$ cat src/logic/lhb_pkg.sv
// Purpose: shared constants for the display host bus interface
// Assumes: one clock, host pins synchronous to mclk
// Notes: status bit positions and fifo sizing
package lhb_pkg;
  localparam int unsigned LHB_DATA_W = 8;
  localparam int unsigned LHB_FIFO_DEPTH = 4;
  localparam int unsigned LHB_ADDR_W = 16;
  localparam int unsigned LHB_ST_BUSY = 7;
  localparam int unsigned LHB_ST_SEGDIR = 6;
  localparam int unsigned LHB_ST_DISPON = 5;
  localparam int unsigned LHB_ST_RESET = 4;
  localparam logic [7:0] LHB_BYTE_ZERO = 8'h00;
  localparam logic [2:0] LHB_BITS_LAST = 3'h7;
  localparam logic [2:0] LHB_BITS_ZERO = 3'h0;
  typedef enum logic [1:0] {
    LHB_RD_IDLE = 2'b00,
    LHB_RD_FETCH = 2'b01,
    LHB_RD_WAIT = 2'b10
  } lhb_rd_state_t;
endpackage

$ cat src/logic/lhb_host_bus.sv
// Purpose: host port of a display driver, serial or 8-bit parallel, two strobe styles
// Assumes: host pins synchronous to mclk; ram answers one cycle after its read request
// Notes: four byte write fifo in front of display ram; ram read data lags one read
// Notes on behaviour
// - transfers are taken only while select_active_low is low and select_active_high is high.
// - when not selected the select, strobes and data are ignored and the data lines float.
// - in serial mode a deselect clears the shift register and the bit counter.
// - serial_parallel_choice high means parallel, low means serial, style pin ignored in serial.
// - parallel data is one bidirectional byte, driven only during reads.
// - bus_style_choice high selects enable plus direction, low selects separate strobes.
// - in enable style a transfer happens while enable is high, direction high reads.
// - in separate style read low with write high reads, write low with read high writes.
// - register_or_ram_select high reads and writes display ram data.
// - register_or_ram_select low reads status and writes instruction bytes.
// - a ram write latches into the four byte write fifo and moves on to ram on its own.
// - a ram read returns the holder and then refills it from ram at the current address.
// - the first ram read after an address change does not show the addressed byte.
// - status reads give busy, segment direction, display on and reset flag in bits 7 to 4.

// ************************************************************
// fifo
// ************************************************************
module lhb_fifo #(
  parameter int unsigned WIDTH = 8,
  parameter int unsigned DEPTH = 4
) (
  // clock and reset
  input wire logic mclk,
  input wire logic reset,
  // fill side
  input wire logic in_valid,
  output logic in_ready,
  input wire logic [WIDTH-1:0] in_data,
  // drain side
  output logic out_valid,
  input wire logic out_ready,
  output logic [WIDTH-1:0] out_data
);
  localparam int unsigned AW = $clog2(DEPTH);
  logic [WIDTH-1:0] mem [DEPTH];
  logic [AW-1:0] wr_ptr;
  logic [AW-1:0] rd_ptr;
  logic [AW:0] count;
  wire do_push = in_valid && in_ready;
  wire do_pop = out_valid && out_ready;
  assign in_ready = (count != (AW+1)'(DEPTH));
  assign out_valid = (count != '0);
  assign out_data = mem[rd_ptr];
  always_ff @(posedge mclk or posedge reset) begin
    if (reset) begin
      wr_ptr <= '0;
      rd_ptr <= '0;
      count <= '0;
    end else begin
      if (do_push) wr_ptr <= (wr_ptr == AW'(DEPTH-1)) ? '0 : wr_ptr + 1'b1;
      if (do_pop) rd_ptr <= (rd_ptr == AW'(DEPTH-1)) ? '0 : rd_ptr + 1'b1;
      count <= count + (AW+1)'(do_push) - (AW+1)'(do_pop);
    end
  end
  always_ff @(posedge mclk) begin
    if (do_push) mem[wr_ptr] <= in_data;
  end

  // ************************************************************
  // fifo checks
  // ************************************************************
  a_fifo_bound: assert property (@(posedge mclk) disable iff (reset)
    count <= (AW+1)'(DEPTH))
    else $error("fifo count above depth");
  a_fifo_stall: assert property (@(posedge mclk) disable iff (reset)
    !in_ready && !out_ready |=> $stable(count))
    else $error("full fifo changed without drain");
  a_fifo_push: assert property (@(posedge mclk) disable iff (reset)
    do_push && !do_pop |=> count == $past(count) + 1'b1)
    else $error("fifo push not counted");
  a_fifo_pop: assert property (@(posedge mclk) disable iff (reset)
    do_pop && !do_push |=> count == $past(count) - 1'b1)
    else $error("fifo pop not counted");
  a_fifo_hold: assert property (@(posedge mclk) disable iff (reset)
    out_valid && !out_ready |=> out_valid && $stable(out_data))
    else $error("fifo head changed while stalled");
endmodule

// ************************************************************
// host bus
// ************************************************************
module lhb_host_bus (
  // clock and reset
  input wire logic mclk,
  input wire logic reset,
  // host pins
  input wire logic select_active_low,
  input wire logic select_active_high,
  input wire logic serial_parallel_choice,
  input wire logic bus_style_choice,
  input wire logic register_or_ram_select,
  input wire logic strobe_e_rd,
  input wire logic strobe_rw_wr,
  input wire logic [lhb_pkg::LHB_DATA_W-1:0] host_data_in,
  output logic [lhb_pkg::LHB_DATA_W-1:0] host_data_out,
  output logic host_data_oe,
  input wire logic serial_clk,
  input wire logic serial_data,
  // display ram side
  output logic ram_wr_valid,
  input wire logic ram_wr_ready,
  output logic [lhb_pkg::LHB_DATA_W-1:0] ram_wr_data,
  output logic ram_rd_req,
  input wire logic [lhb_pkg::LHB_DATA_W-1:0] ram_rd_data,
  input wire logic ram_addr_changed,
  // instruction decoder side
  output logic instr_valid,
  output logic [lhb_pkg::LHB_DATA_W-1:0] instr_data,
  // status flags
  input wire logic busy_flag,
  input wire logic seg_dir_flag,
  input wire logic display_on_flag,
  input wire logic reset_in_progress_flag,
  // serial receive, plus write fifo full on serial_busy
  output logic serial_byte_valid,
  output logic [lhb_pkg::LHB_DATA_W-1:0] serial_byte,
  output logic serial_busy
);
  import lhb_pkg::*;

  // ************************************************************
  // decode
  // ************************************************************
  wire selected = !select_active_low && select_active_high;
  wire par_mode = serial_parallel_choice;
  wire par_sel = selected && par_mode;
  wire e_style = bus_style_choice;
  wire rd_act = e_style ? (strobe_e_rd && strobe_rw_wr) : (!strobe_e_rd && strobe_rw_wr);
  wire wr_act = e_style ? (strobe_e_rd && !strobe_rw_wr) : (strobe_e_rd && !strobe_rw_wr);
  logic rd_prev;
  logic wr_prev;
  wire rd_start = par_sel && rd_act && !rd_prev;
  wire wr_start = par_sel && wr_act && !wr_prev;
  wire ram_write = wr_start && register_or_ram_select;
  wire ins_write = wr_start && !register_or_ram_select;
  wire ram_read = rd_start && register_or_ram_select;
  wire stat_read = rd_start && !register_or_ram_select;
  wire [7:0] status_byte = {busy_flag, seg_dir_flag, display_on_flag,
                            reset_in_progress_flag, 4'h0};
  logic [7:0] holder;
  logic holder_stale;
  lhb_rd_state_t rd_state;
  lhb_rd_state_t next_rd_state;
  logic fifo_in_ready;

  always_ff @(posedge mclk or posedge reset) begin
    if (reset) begin
      rd_prev <= 1'b0;
      wr_prev <= 1'b0;
    end else begin
      rd_prev <= par_sel && rd_act;
      wr_prev <= par_sel && wr_act;
    end
  end

  // ************************************************************
  // write path through the write fifo
  // ************************************************************
  lhb_fifo #(.WIDTH(LHB_DATA_W), .DEPTH(LHB_FIFO_DEPTH)) u_wr_fifo (
    .mclk(mclk),
    .reset(reset),
    .in_valid(ram_write),
    .in_ready(fifo_in_ready),
    .in_data(host_data_in),
    .out_valid(ram_wr_valid),
    .out_ready(ram_wr_ready),
    .out_data(ram_wr_data)
  );

  always_ff @(posedge mclk or posedge reset) begin
    if (reset) begin
      instr_valid <= 1'b0;
      instr_data <= LHB_BYTE_ZERO;
    end else begin
      instr_valid <= ins_write;
      if (ins_write) instr_data <= host_data_in;
    end
  end

  // ************************************************************
  // read path with dummy read holder
  // ************************************************************
  always_comb begin
    next_rd_state = rd_state;
    unique case (rd_state)
      LHB_RD_IDLE: if (ram_read) next_rd_state = LHB_RD_FETCH;
      LHB_RD_FETCH: next_rd_state = LHB_RD_WAIT;
      LHB_RD_WAIT: next_rd_state = LHB_RD_IDLE;
      default: next_rd_state = LHB_RD_IDLE;
    endcase
  end
  assign ram_rd_req = (rd_state == LHB_RD_FETCH);
  assign serial_busy = !fifo_in_ready;

  always_ff @(posedge mclk or posedge reset) begin
    if (reset) begin
      rd_state <= LHB_RD_IDLE;
      holder <= LHB_BYTE_ZERO;
      holder_stale <= 1'b1;
    end else begin
      rd_state <= next_rd_state;
      if (rd_state == LHB_RD_WAIT) begin
        holder <= ram_rd_data;
        holder_stale <= 1'b0;
      end
      if (ram_addr_changed) holder_stale <= 1'b1;
    end
  end

  always_ff @(posedge mclk or posedge reset) begin
    if (reset) begin
      host_data_out <= LHB_BYTE_ZERO;
    end else if (stat_read) begin
      host_data_out <= status_byte;
    end else if (ram_read) begin
      host_data_out <= holder;
    end
  end
  assign host_data_oe = par_sel && rd_act;

  // ************************************************************
  // serial input
  // ************************************************************
  logic sclk_prev;
  logic [2:0] bit_cnt;
  logic [7:0] shift;
  wire ser_sel = selected && !par_mode;
  wire sclk_rise = ser_sel && serial_clk && !sclk_prev;
  always_ff @(posedge mclk or posedge reset) begin
    if (reset) begin
      sclk_prev <= 1'b0;
      bit_cnt <= LHB_BITS_ZERO;
      shift <= LHB_BYTE_ZERO;
      serial_byte_valid <= 1'b0;
      serial_byte <= LHB_BYTE_ZERO;
    end else begin
      sclk_prev <= serial_clk;
      serial_byte_valid <= 1'b0;
      if (!ser_sel) begin
        bit_cnt <= LHB_BITS_ZERO;
        shift <= LHB_BYTE_ZERO;
      end else if (sclk_rise) begin
        shift <= {shift[6:0], serial_data};
        bit_cnt <= bit_cnt + 3'h1;
        if (bit_cnt == LHB_BITS_LAST) begin
          serial_byte_valid <= 1'b1;
          serial_byte <= {shift[6:0], serial_data};
        end
      end
    end
  end

  // ************************************************************
  // checks
  // ************************************************************
  a_float_desel: assert property (@(posedge mclk) disable iff (reset)
    !selected |-> !host_data_oe)
    else $error("data driven while deselected");
  a_oe_read_only: assert property (@(posedge mclk) disable iff (reset)
    host_data_oe |-> rd_act && par_mode)
    else $error("data driven outside read");
  a_ser_clear: assert property (@(posedge mclk) disable iff (reset)
    (!par_mode && !selected) |=> bit_cnt == LHB_BITS_ZERO)
    else $error("serial not cleared");
  a_status_byte: assert property (@(posedge mclk) disable iff (reset)
    stat_read |=> host_data_out == {$past(busy_flag), $past(seg_dir_flag),
    $past(display_on_flag), $past(reset_in_progress_flag), 4'h0})
    else $error("bad status byte");
  a_instr_once: assert property (@(posedge mclk) disable iff (reset)
    instr_valid |=> !instr_valid)
    else $error("instruction taken twice");
  a_instr_cause: assert property (@(posedge mclk) disable iff (reset)
    instr_valid |-> $past(wr_start) && !$past(register_or_ram_select))
    else $error("instruction without write");
  a_refill_seq: assert property (@(posedge mclk) disable iff (reset)
    ram_read && rd_state == LHB_RD_IDLE |=> ram_rd_req ##1 !ram_rd_req)
    else $error("holder refill missing");
  a_read_holder: assert property (@(posedge mclk) disable iff (reset)
    ram_read && !stat_read |=> host_data_out == $past(holder))
    else $error("read not from holder");
  a_no_select: assert property (@(posedge mclk) disable iff (reset)
    !selected |=> !instr_valid)
    else $error("transfer while deselected");
  a_oe_selected: assert property (@(posedge mclk) disable iff (reset)
    host_data_oe |-> selected)
    else $error("data driven without select");
  a_serial_no_oe: assert property (@(posedge mclk) disable iff (reset)
    !par_mode |-> !host_data_oe)
    else $error("data driven in serial mode");
  a_desel_idle: assert property (@(posedge mclk) disable iff (reset)
    !selected |-> !rd_start && !wr_start)
    else $error("strobe taken while deselected");
  a_write_once: assert property (@(posedge mclk) disable iff (reset)
    wr_start |=> !wr_start)
    else $error("write strobe taken twice");
  a_read_once: assert property (@(posedge mclk) disable iff (reset)
    rd_start |=> !rd_start)
    else $error("read strobe taken twice");
  a_rdwr_excl: assert property (@(posedge mclk) disable iff (reset)
    !(rd_start && wr_start))
    else $error("read and write taken together");
  a_e_style_read: assert property (@(posedge mclk) disable iff (reset)
    par_sel && e_style && strobe_e_rd && strobe_rw_wr |-> host_data_oe)
    else $error("enable style read not driven");
  a_e_style_write: assert property (@(posedge mclk) disable iff (reset)
    par_sel && e_style && !strobe_rw_wr |-> !host_data_oe)
    else $error("enable style write driven");
  a_sep_read: assert property (@(posedge mclk) disable iff (reset)
    par_sel && !e_style && !strobe_e_rd && strobe_rw_wr |-> host_data_oe)
    else $error("strobe style read not driven");
  a_sep_write: assert property (@(posedge mclk) disable iff (reset)
    !e_style && !strobe_rw_wr |-> !host_data_oe)
    else $error("strobe style write driven");
  a_ram_push: assert property (@(posedge mclk) disable iff (reset)
    ram_write && fifo_in_ready |=> ram_wr_valid)
    else $error("ram write not offered");
  a_instr_data: assert property (@(posedge mclk) disable iff (reset)
    ins_write |=> instr_valid && instr_data == $past(host_data_in))
    else $error("instruction byte lost");
  a_stale_lag: assert property (@(posedge mclk) disable iff (reset)
    ram_read && holder_stale |=> host_data_out == $past(holder))
    else $error("stale read not from holder");
  a_refill_load: assert property (@(posedge mclk) disable iff (reset)
    rd_state == LHB_RD_WAIT |=> holder == $past(ram_rd_data))
    else $error("holder not refilled");
  a_status_busy: assert property (@(posedge mclk) disable iff (reset)
    stat_read |=> host_data_out[LHB_ST_BUSY] == $past(busy_flag))
    else $error("busy bit misplaced");
  a_status_reset: assert property (@(posedge mclk) disable iff (reset)
    stat_read |=> host_data_out[LHB_ST_RESET] == $past(reset_in_progress_flag))
    else $error("reset bit misplaced");
  a_status_low: assert property (@(posedge mclk) disable iff (reset)
    stat_read |=> host_data_out[3:0] == 4'h0)
    else $error("status low bits set");
  a_ser_shift: assert property (@(posedge mclk) disable iff (reset)
    sclk_rise |=> bit_cnt == $past(bit_cnt) + 3'h1)
    else $error("serial bit not counted");
  a_ser_byte: assert property (@(posedge mclk) disable iff (reset)
    sclk_rise && bit_cnt == LHB_BITS_LAST |=> serial_byte_valid)
    else $error("serial byte not flagged");
  a_ser_once: assert property (@(posedge mclk) disable iff (reset)
    serial_byte_valid |=> !serial_byte_valid)
    else $error("serial byte flagged twice");
  a_par_no_ser: assert property (@(posedge mclk) disable iff (reset)
    par_mode |=> !serial_byte_valid)
    else $error("serial byte in parallel mode");
endmodule

$ cat config.mk
export PLATFORM = sky130hd
export DESIGN_NAME = lhb_host_bus
export DESIGN_NICKNAME = d
export VERILOG_FILES = /design/src/logic/lhb_pkg.sv /design/src/logic/lhb_host_bus.sv
export SDC_FILE = /design/constraint.sdc
export NUM_CORES = 1
export LEC_CHECK = 0
export BUFFER_PORTS_ARGS = -buffer_cell sky130_fd_sc_hd__buf_2
export CORE_AREA = 2 2 88 90
export DETAILED_ROUTE_END_ITERATION = 8
export DIE_AREA = 0 0 90 92
export PLACE_DENSITY = 0.72
export SLEW_MARGIN = 25
export SYNTH_ARGS = -nofsm -noshare
export SYNTH_HDL_FRONTEND = slang
export SYNTH_SLANG_ARGS = --single-unit
$ cat constraint.sdc
create_clock -name mclk -period 5.58 [get_ports mclk]
set_clock_uncertainty 0.05 [all_clocks]
set_input_delay 0.558 -clock mclk [delete_from_list [all_inputs] [get_ports mclk]]
set_output_delay 0.558 -clock mclk [all_outputs]
set_load 0.05 [all_outputs]
# Yosys cells after proc, flatten, opt, wreduce, memory -nomap -nowiden
# Memory sizes are Yosys's and may differ from the RTL's.
# Cells that the tools add are included.
# op_classes
addsub,5
n_eq_ne,8
muxes,16
n_reduce_logical,31
# op_table
cell,count
$logic_and A1 B1 Y1,18
$mux W8,2
$mux W7,2
$logic_not A1 Y1,9
$eq A2 B2 Y1 const B,3
$mux W1,6
$mux W2,3
$mux W3,2
$add A2 B1 Y2 const B,2
$pmux W2 S2,1
$add A3 B1 Y3,1
$add A3 B1 Y3 const B,1
$eq A3 B3 Y1 const B,1
$ne A3 B3 Y1 const B,1
$reduce_and A3 Y1,1
$reduce_bool A3 Y1,1
$sub A3 B1 Y3,1
$eq A2 B1 Y1 const B,1
$logic_not A2 Y1,1
$ne A2 B1 Y1 const B,1
$ne A2 B2 Y1 const B,1
$reduce_bool A2 Y1,1
# word_totals
register_bits,56
mem_bits_rw,32
inputBits,33
output_inout_bits,38
word_cells,76
mem_count,1
# mem_list
name,depth,word_bits,read_ports,rd_clocked_by_memory_dff,wr,line_no,text
u_wr_fifo.mem,4,8,1,0,1,lhb_host_bus.sv:40,logic [WIDTH-1:0] mem [DEPTH];

# Longest topological paths before layout
# Gate-level depths: netlist of the first run.
# depth
word_depth,9
depth_mapped,9
mapped_depth_nobuf,9

# Hierarchy
# Synthesis of the first run repeated with hierarchy kept, for this count alone.
# hier_totals
hier_cells,215
hier_area_um2,3542.1
# modules_own_cells
module,instances,cells_per_inst,area_per_inst_um2,seq_area_each_um2
lhb_host_bus,1,134,1940.6,1226.2
lhb_fifo,1,81,1601.5,1136.1

# Worst setup path before layout of the first run
# OpenSTA, ideal clock, no wires.
# synth_path
kind,register to register
start,reg u_wr_fifo.count[1]
end,reg u_wr_fifo.count[2]
setup_time_ps,123
arrival_time_ps,2827
required_ps,5407
path_slack_ps,2581
stages_incl_launch_ff,7
path_buffers,0
period_less_slack_ps,2999
path_cell_list,dfrtp_1 -> nor3b_1 -> nor4b_4 -> ha_1 -> fa_1 -> xor2_1 -> xnor2_1
# synth_via
elab_chain_cells,4
elab_cells_between_ends,6
classes_between,add/sub: 2; eq/ne: 1; reduce/logical: 3
# synth_rtl
element,line_no,text
from (decl),lhb_host_bus.sv:43,logic [AW:0] count;
from (signal assigned),lhb_host_bus.sv:57,count <= count + (AW+1)'(do_push) - (AW+1)'(do_pop);
$ne A3 B3 Y1,lhb_host_bus.sv:46,assign in_ready = (count != (AW+1)'(DEPTH));
$logic_and A1 B1 Y1,lhb_host_bus.sv:44,wire do_push = in_valid && in_ready;
net u_wr_fifo.do_push,lhb_host_bus.sv:44,
$add A3 B1 Y3,lhb_host_bus.sv:57,
$sub A3 B1 Y3,lhb_host_bus.sv:57,
# The timed path passes the listed nets, and every way through them passes these cells.
# A chain may end at the register's enable or synchronous reset.

# Worst setup path in the final report of the first run
# layout_path
start,reg u_wr_fifo.rd_ptr[0]
end,out ram_wr_data[2] in the netlist's numbering
# layout_via
elab_chain_cells,1
# layout_rtl
element,line_no,text
from (decl),lhb_host_bus.sv:42,logic [AW-1:0] rd_ptr;
from (signal assigned),lhb_host_bus.sv:56,if (do_pop) rd_ptr <= (rd_ptr == AW'(DEPTH-1)) ? '0 : rd_ptr + 1'b1;
$mem_v2 Z4 W8,-,
to (decl),lhb_host_bus.sv:107,"output logic [lhb_pkg::LHB_DATA_W-1:0] ram_wr_data,"
# No other way between the ends.

==> impl_results.md, run 1 <==
* Hpwl dp at 4040 um
* Via density at roughly 5
* CTS Root Cell: clkbuf_8
* Row count at 32
* Worst hold start: serial_clk
* Yosys top cell area share at 0.396
* Final setup TNS at 0 ns
* Cell Pwr Density at around 420 nW/um^2
* Critical Path AT at 1.91 ns
* Slew Limit Headroom at 0.526
* DRT Wirelength at between 5000 and 6000 um
* Largest net degree at the start of global routing at 57
* ANT nets after route at 0
* Final critical-path required period at around 2.5 ns
* First-pass GRT wire length at roughly 10000 um
* Unique cell type count in the Yosys netlist at 29
* Initial drt markers at 101
* Slowest CP cell: dfrtp_1
* Htree depth at 3
* Area contributors post-synth: dfrtp_1 40%, edfxtp_1 27%, mux2_2 11%, mux4_2 5.1%, ha_1 3.2%
* Area Overhead vs Synth at 18.6%
* Antenna violations before repair at 0
* Cell Area, Synth at 3540 sq um
* Post-Syn Area per Cell at about 17 sq um
* Crit path from: u_wr_fifo.rd_ptr[0]
* WP data required at between 4 and 5 ns
* GRT overflow at 0
* DRC viols at 0
* Port buffer count at between 60 and 70
* Wire per inst at ~15 um
* Routability cong. at 0.654
* Seq/Total Area, Yosys at 0.668
* Post_cts resized at 0
* Worst setup SP type: flop
* Worst Hold Depth at 1
* Chip height at about 92 um
* Drt pass-1 iters at 4
* Number of global-route vias before repair at 2021
* Cells after synthesis at 210
* Syn. warnings at 0
* Post-synth ARST share at 0.636
* Hold Path Class: input pin to flop
* Max-Cap Viols at 0
* Final cell count without fillers at approximately 390
* Die area at 8280 sq um
* Setup repair after global routing missed its margin: no
* Run status: completed
* Post-CTS setup buffer count at 0
* Slew Viols, Final at 0
* Clk Latency, worst-skew pair at 0.35 ns
* CTS tree: built
* Achievable Freq at approximately 400 MHz
* Setup-failing EPs final at 0
* Gr usage total at 0.154
* Clock sink total at just under 90
* Cells after DPL at between 300 and 400
* Num CTS Buffers at 9
* CP max FO at 11
* R2r startpoint: u_wr_fifo.count[2]
* CTS Buffer Depth at 2
* Yosys top cell by area: dfrtp_1
* Crit-path cells: mux4_2, buf_2
* Starting Density at 0.475
* Layout cells sized above 1 at 0.479
* Nets at 328
* Crit end category: output port
* Die width at about 90 um
* Cell count along the critical path at 2
* WS Path Type: flop to output port
* Final hold vios at 0
* Number of enable flip-flop cells after synthesis at 32
* Final worst-path cycle share at 0.450
* Core area at between 7000 and 8000 sq um
* Post-synth net total at around 250
* Diode count at 0
* CP Buf/Inv Count at 1
* Reg2reg path depth at 9
* Critical Path Max Stage Delay at 0.73 ns
* Top Ports at between 70 and 80
* Leak at 1.92 nW
* Top Family by Delay on Critical Path: flip-flops
* Number of synthesized register bits at slightly below 90
* CTS Hold Bufs at 0
* Worst-path clk slew at ~0.1 ns
* Fillcell total at between 600 and 700
* Top FF cell, synth: dfrtp_1
* Least-Margin Pin Slew at roughly 0.71 ns
* Maximum vdd drop at 216 uV
* Total number of vias at around 2000
==> power by group <==
| group | internal [mW] | leakage, nW | switching, mW | total, mW |
|---|---|---|---|---|
| logic | 0.179 | 0.799 | 0.337 | 0.516 |
| clock network | 0.197 | 0.0980 | 0.240 | 0.437 |
| registers | 0.738 | 1.03 | 0.0707 | 0.809 |
==> synthesized netlist by cell type (2+ instances only) <==
cell / number
nand2_1: 6
buf_4: 2
clkbuf_1: 3
inv_1: 12
xnor2_1: 3
dfrtp_1: 56
nor2b_1: 5
edfxtp_1: 32
mux2i_1: 4
nor3b_1: 2
ha_1: 9
nor2_1: 6
mux4_2: 8
a22o_1: 9
and2_2: 4
mux2_2: 36
==> routing by layer <==
metal  wire length (um)  vias up  track usage
li1                   -      910            -
met1               2520      984        0.194
met2               2850       60        0.246
met3                448        9       0.0493
met4                 79        0       0.0692
met5                  0        -            0
==> per-stage QoR <==
step	worst slack, ns	hold WS [ns]	util	cell area, sq um	power (mW)
floorplan	2.58	0.390	-	3540	1.23
global placement	3.18	0.407	0.537	4000	1.33
detailed placement	3.17	0.416	0.537	4000	1.35
CTS	3.02	0.261	0.563	4200	1.78
global route	2.94	0.264	0.563	4200	1.86
finish	3.07	0.281	0.563	4200	1.76
==> layout by cell type (no fill, tap or decap), types with 2 or more instances in the layout <==
| cell type | netlist | routed |
|---|---|---|
| buf_2 | 1 | 69 |
| dfrtp_1 | 56 | 56 |
| mux2_2 | 36 | 36 |
| edfxtp_1 | 32 | 32 |
| inv_1 | 12 | 11 |
| a22o_1 | 9 | 9 |
| ha_1 | 9 | 9 |
| clkbuf_8 | 0 | 9 |
| mux4_2 | 8 | 8 |
| nor2_1 | 6 | 6 |
| nand2_1 | 6 | 6 |
| nor2b_1 | 5 | 5 |
| mux2i_1 | 4 | 4 |
| and2_2 | 4 | 4 |
| xnor2_1 | 3 | 3 |
| inv_6 | 0 | 3 |
| nor3b_1 | 2 | 2 |
| buf_4 | 2 | 2 |
==> flip-flops by register name (all words and copies together) (netlist names) <==
signal and flops:
instr_data 8, holder 8, serial_byte_valid 1, u_wr_fifo.count 3
u_wr_fifo.wr_ptr 2, instr_valid 1, rd_state 2, u_wr_fifo.rd_ptr 2
bit_cnt 3, rd_prev 1, u_wr_fifo.mem 32, host_data_out 8
sclk_prev 1, serial_byte 8, shift 7, wr_prev 1
==> worst paths after layout <==
| check | to | slack, ns |
|---|---|---|
| setup reg to reg | u_wr_fifo.count[2] | 3.30 |
| min in group asynchronous | serial_byte[3] | 0.35 |
| max in group asynchronous | instr_data[6] | 4.66 |
| setup / recovery | ram_wr_data[2] | 3.07 |
| hold / removal | sclk_prev | 0.28 |
| hold reg to reg | rd_state[1] | 0.43 |
==> kinds of logic after synthesis <==
kind of cell,count (synthesis),synth area share
adder cells (fa/ha/maj),10,0.0375
XOR/XNOR,4,0.00990
AO/OA/AOI/OAI,9,0.0223
AND/OR/NAND/NOR,32,0.0633
multiplexers,48,0.177
flip-flops,88,0.668
buffers and inverters,19,0.0226
==> cell type report <==
class	count	area [sq um]	share of cell area
Multi-Input combinational cell	103	1100	0.263
Sequential cell	88	2360	0.563
Inverter	12	45.0	0.0107
Tap cell	102	128	0.0304
Clock buffer	11	153	0.0364
Clock inverter	5	45.0	0.0107
Timing Repair Buffer	71	360	0.0859
No activity file was read; power rests on OpenSTA's default activity.
==> run 2, diff against run 1 <==
==> constraint.sdc (replaced) <==
create_clock -name mclk -period 2.6 [get_ports mclk]
set_clock_uncertainty 0.05 [all_clocks]
set_input_delay 0.26 -clock mclk [delete_from_list [all_inputs] [get_ports mclk]]
set_output_delay 0.26 -clock mclk [all_outputs]
set_load 0.05 [all_outputs]
==> impl_results.md, run 2 (synthesis results as in run 1) <==
* Sw Pwr at 1.37 mW
* Final cell count without fillers at a little under 400
* Clock power share at 0.230
* Diode count at 0
* Slew Limit Headroom at 0.483
* Final critical-path required period at ~2.3 ns
* Setup-failing EPs final at 0
* CTS tree: built
* Htree depth at 3
* Logic pwr share at 0.302
* Worst setup SP type: flop
* Antenna violations before repair at 0
* Seq pwr share at 0.468
* Die area at about 8300 sq um
* Row count at 32
* Achievable Freq at roughly 440 MHz
* Top Ports at roughly 70
* Num CTS Buffers at 9
* Cells after DPL at ~380
* Clock sink total at between 80 and 90
* DRC viols at 0
* Cell Pwr Density at just under 900 nW/um^2
* Final hold vios at 0
* Core area at between 7000 and 8000 sq um
* Most frequent cells in the layout: 69 x buf_2, 56 x dfrtp_1, 36 x mux2_2
* Run status: completed
* Maximum vdd drop at 422 uV
* Switching share of power at 0.370
* CTS Root Cell: clkbuf_8
* CTS Buffer Depth at 2
* WP data required at ~2.8 ns
* Port buffer count at 69
* Setup repair after global routing missed its margin: no
* First-pass GRT wire length at between 9000 and 10000 um
* Final worst-path cycle share at 0.880
* Internal power at roughly 2.3 mW
* Clk Latency, worst-skew pair at around 0.35 ns
* Initial drt markers at 75
* CTS Hold Bufs at 2
* Post_cts resized at 0
* GRT overflow at 0
* Hpwl dp at between 4000 and 5000 um
* Largest Register: u_wr_fifo.mem
* Area Overhead vs Synth at 18.9%
* Final setup TNS at 0 ns
* Slew Viols, Final at 0
* Largest net degree at the start of global routing at 31
* Leak at slightly below 2 nW
* DRT Wirelength at about 6100 um
* Gr usage total at 0.156
* Drt pass-1 iters at 6
* Least-Margin Pin Slew at roughly 0.77 ns
* CP max FO at 4
* Routability cong. at 0.682
* Die width at approximately 90 um
* ANT nets after route at 0
* Chip height at 92 um
* Total number of vias at 1973
* Layout cells sized above 1 at 0.476
* Number of global-route vias before repair at slightly above 2000
* Starting Density at 0.475
* Wire per inst at around 15 um
* Nets at 330
* WS Path Type: flop to flop
* Most common cell after layout, fill and taps aside: buf_2
* Critical Path AT at 2.48 ns
* Post-CTS setup buffer count at 0
* Max reg flops at 32
* Crit end category: flop
* Hold Path Class: input pin to flop
* Worst-path clk slew at roughly 0.09 ns
* Max-Cap Viols at 0
* Via density at ~5
## run 2: power groups by stage
stage / logic (mW) / registers (mW) / clock network [mW]
floorplan: 0.743 / 1.90 / 0
CTS: 1.13 / 1.74 / 0.874
global route: 1.21 / 1.76 / 0.929
global placement: 1.11 / 1.76 / 0
detailed placement: 1.13 / 1.77 / 0
finish: 1.12 / 1.74 / 0.853
## run 2: final cells by class
cell class / count / area [sq um]
timing repair buffer: 73 / 393
inverter: 12 / 45.0
sequential: 88 / 2360
clock buffer: 11 / 131
tap: 102 / 128
multi-input combinational: 103 / 1110
clock inverter: 5 / 41.3
fill: 648 / 3240
## run 2: path summary, 6_finish.rpt
check                              startpoint                 end  slack, ns  cells past startpoint
max                        u_wr_fifo.count[1]  u_wr_fifo.count[2]       0.31                      9
min in group asynchronous               reset       instr_data[5]       0.47                      3
min reg2reg                       rd_state[1]         rd_state[1]       0.43                      1
max reg2reg                u_wr_fifo.count[1]  u_wr_fifo.count[2]       0.31                      9
max in group asynchronous               reset      serial_byte[3]       1.44                      4
min                              strobe_rw_wr             wr_prev       0.05                      2
## run 2: critical path, cell delays in order (launching register included)
cell,delay [ns]
dfrtp_1,0.43
or3_1,0.37
nand2_1,0.13
inv_1,0.06
ha_1,0.26
inv_1,0.04
ha_1,0.18
fa_1,0.37
xor2_1,0.16
xnor2_1,0.13
## run 2: per-layer routing
layer / global-route usage / part of all wire
met5: 0 / 0
met4: 0.0731 / 0.014
met3: 0.0378 / 0.061
met2: 0.247 / 0.47
met1: 0.205 / 0.45
## run 2: metrics by stage
stage          utilization  power (mW)  cell area [sq um]  setup WS [ns]  hold slack [ns]
2_1_floorplan            -        2.65               3540         0.0819            0.241
3_3_place_gp         0.539        2.87               4020          0.350            0.315
3_5_place_dp         0.539        2.90               4020          0.322            0.318
4_1_cts              0.565        3.75               4210          0.295           0.0368
5_1_grt              0.565        3.90               4210          0.195           0.0510
6_report             0.565        3.71               4210          0.313           0.0524
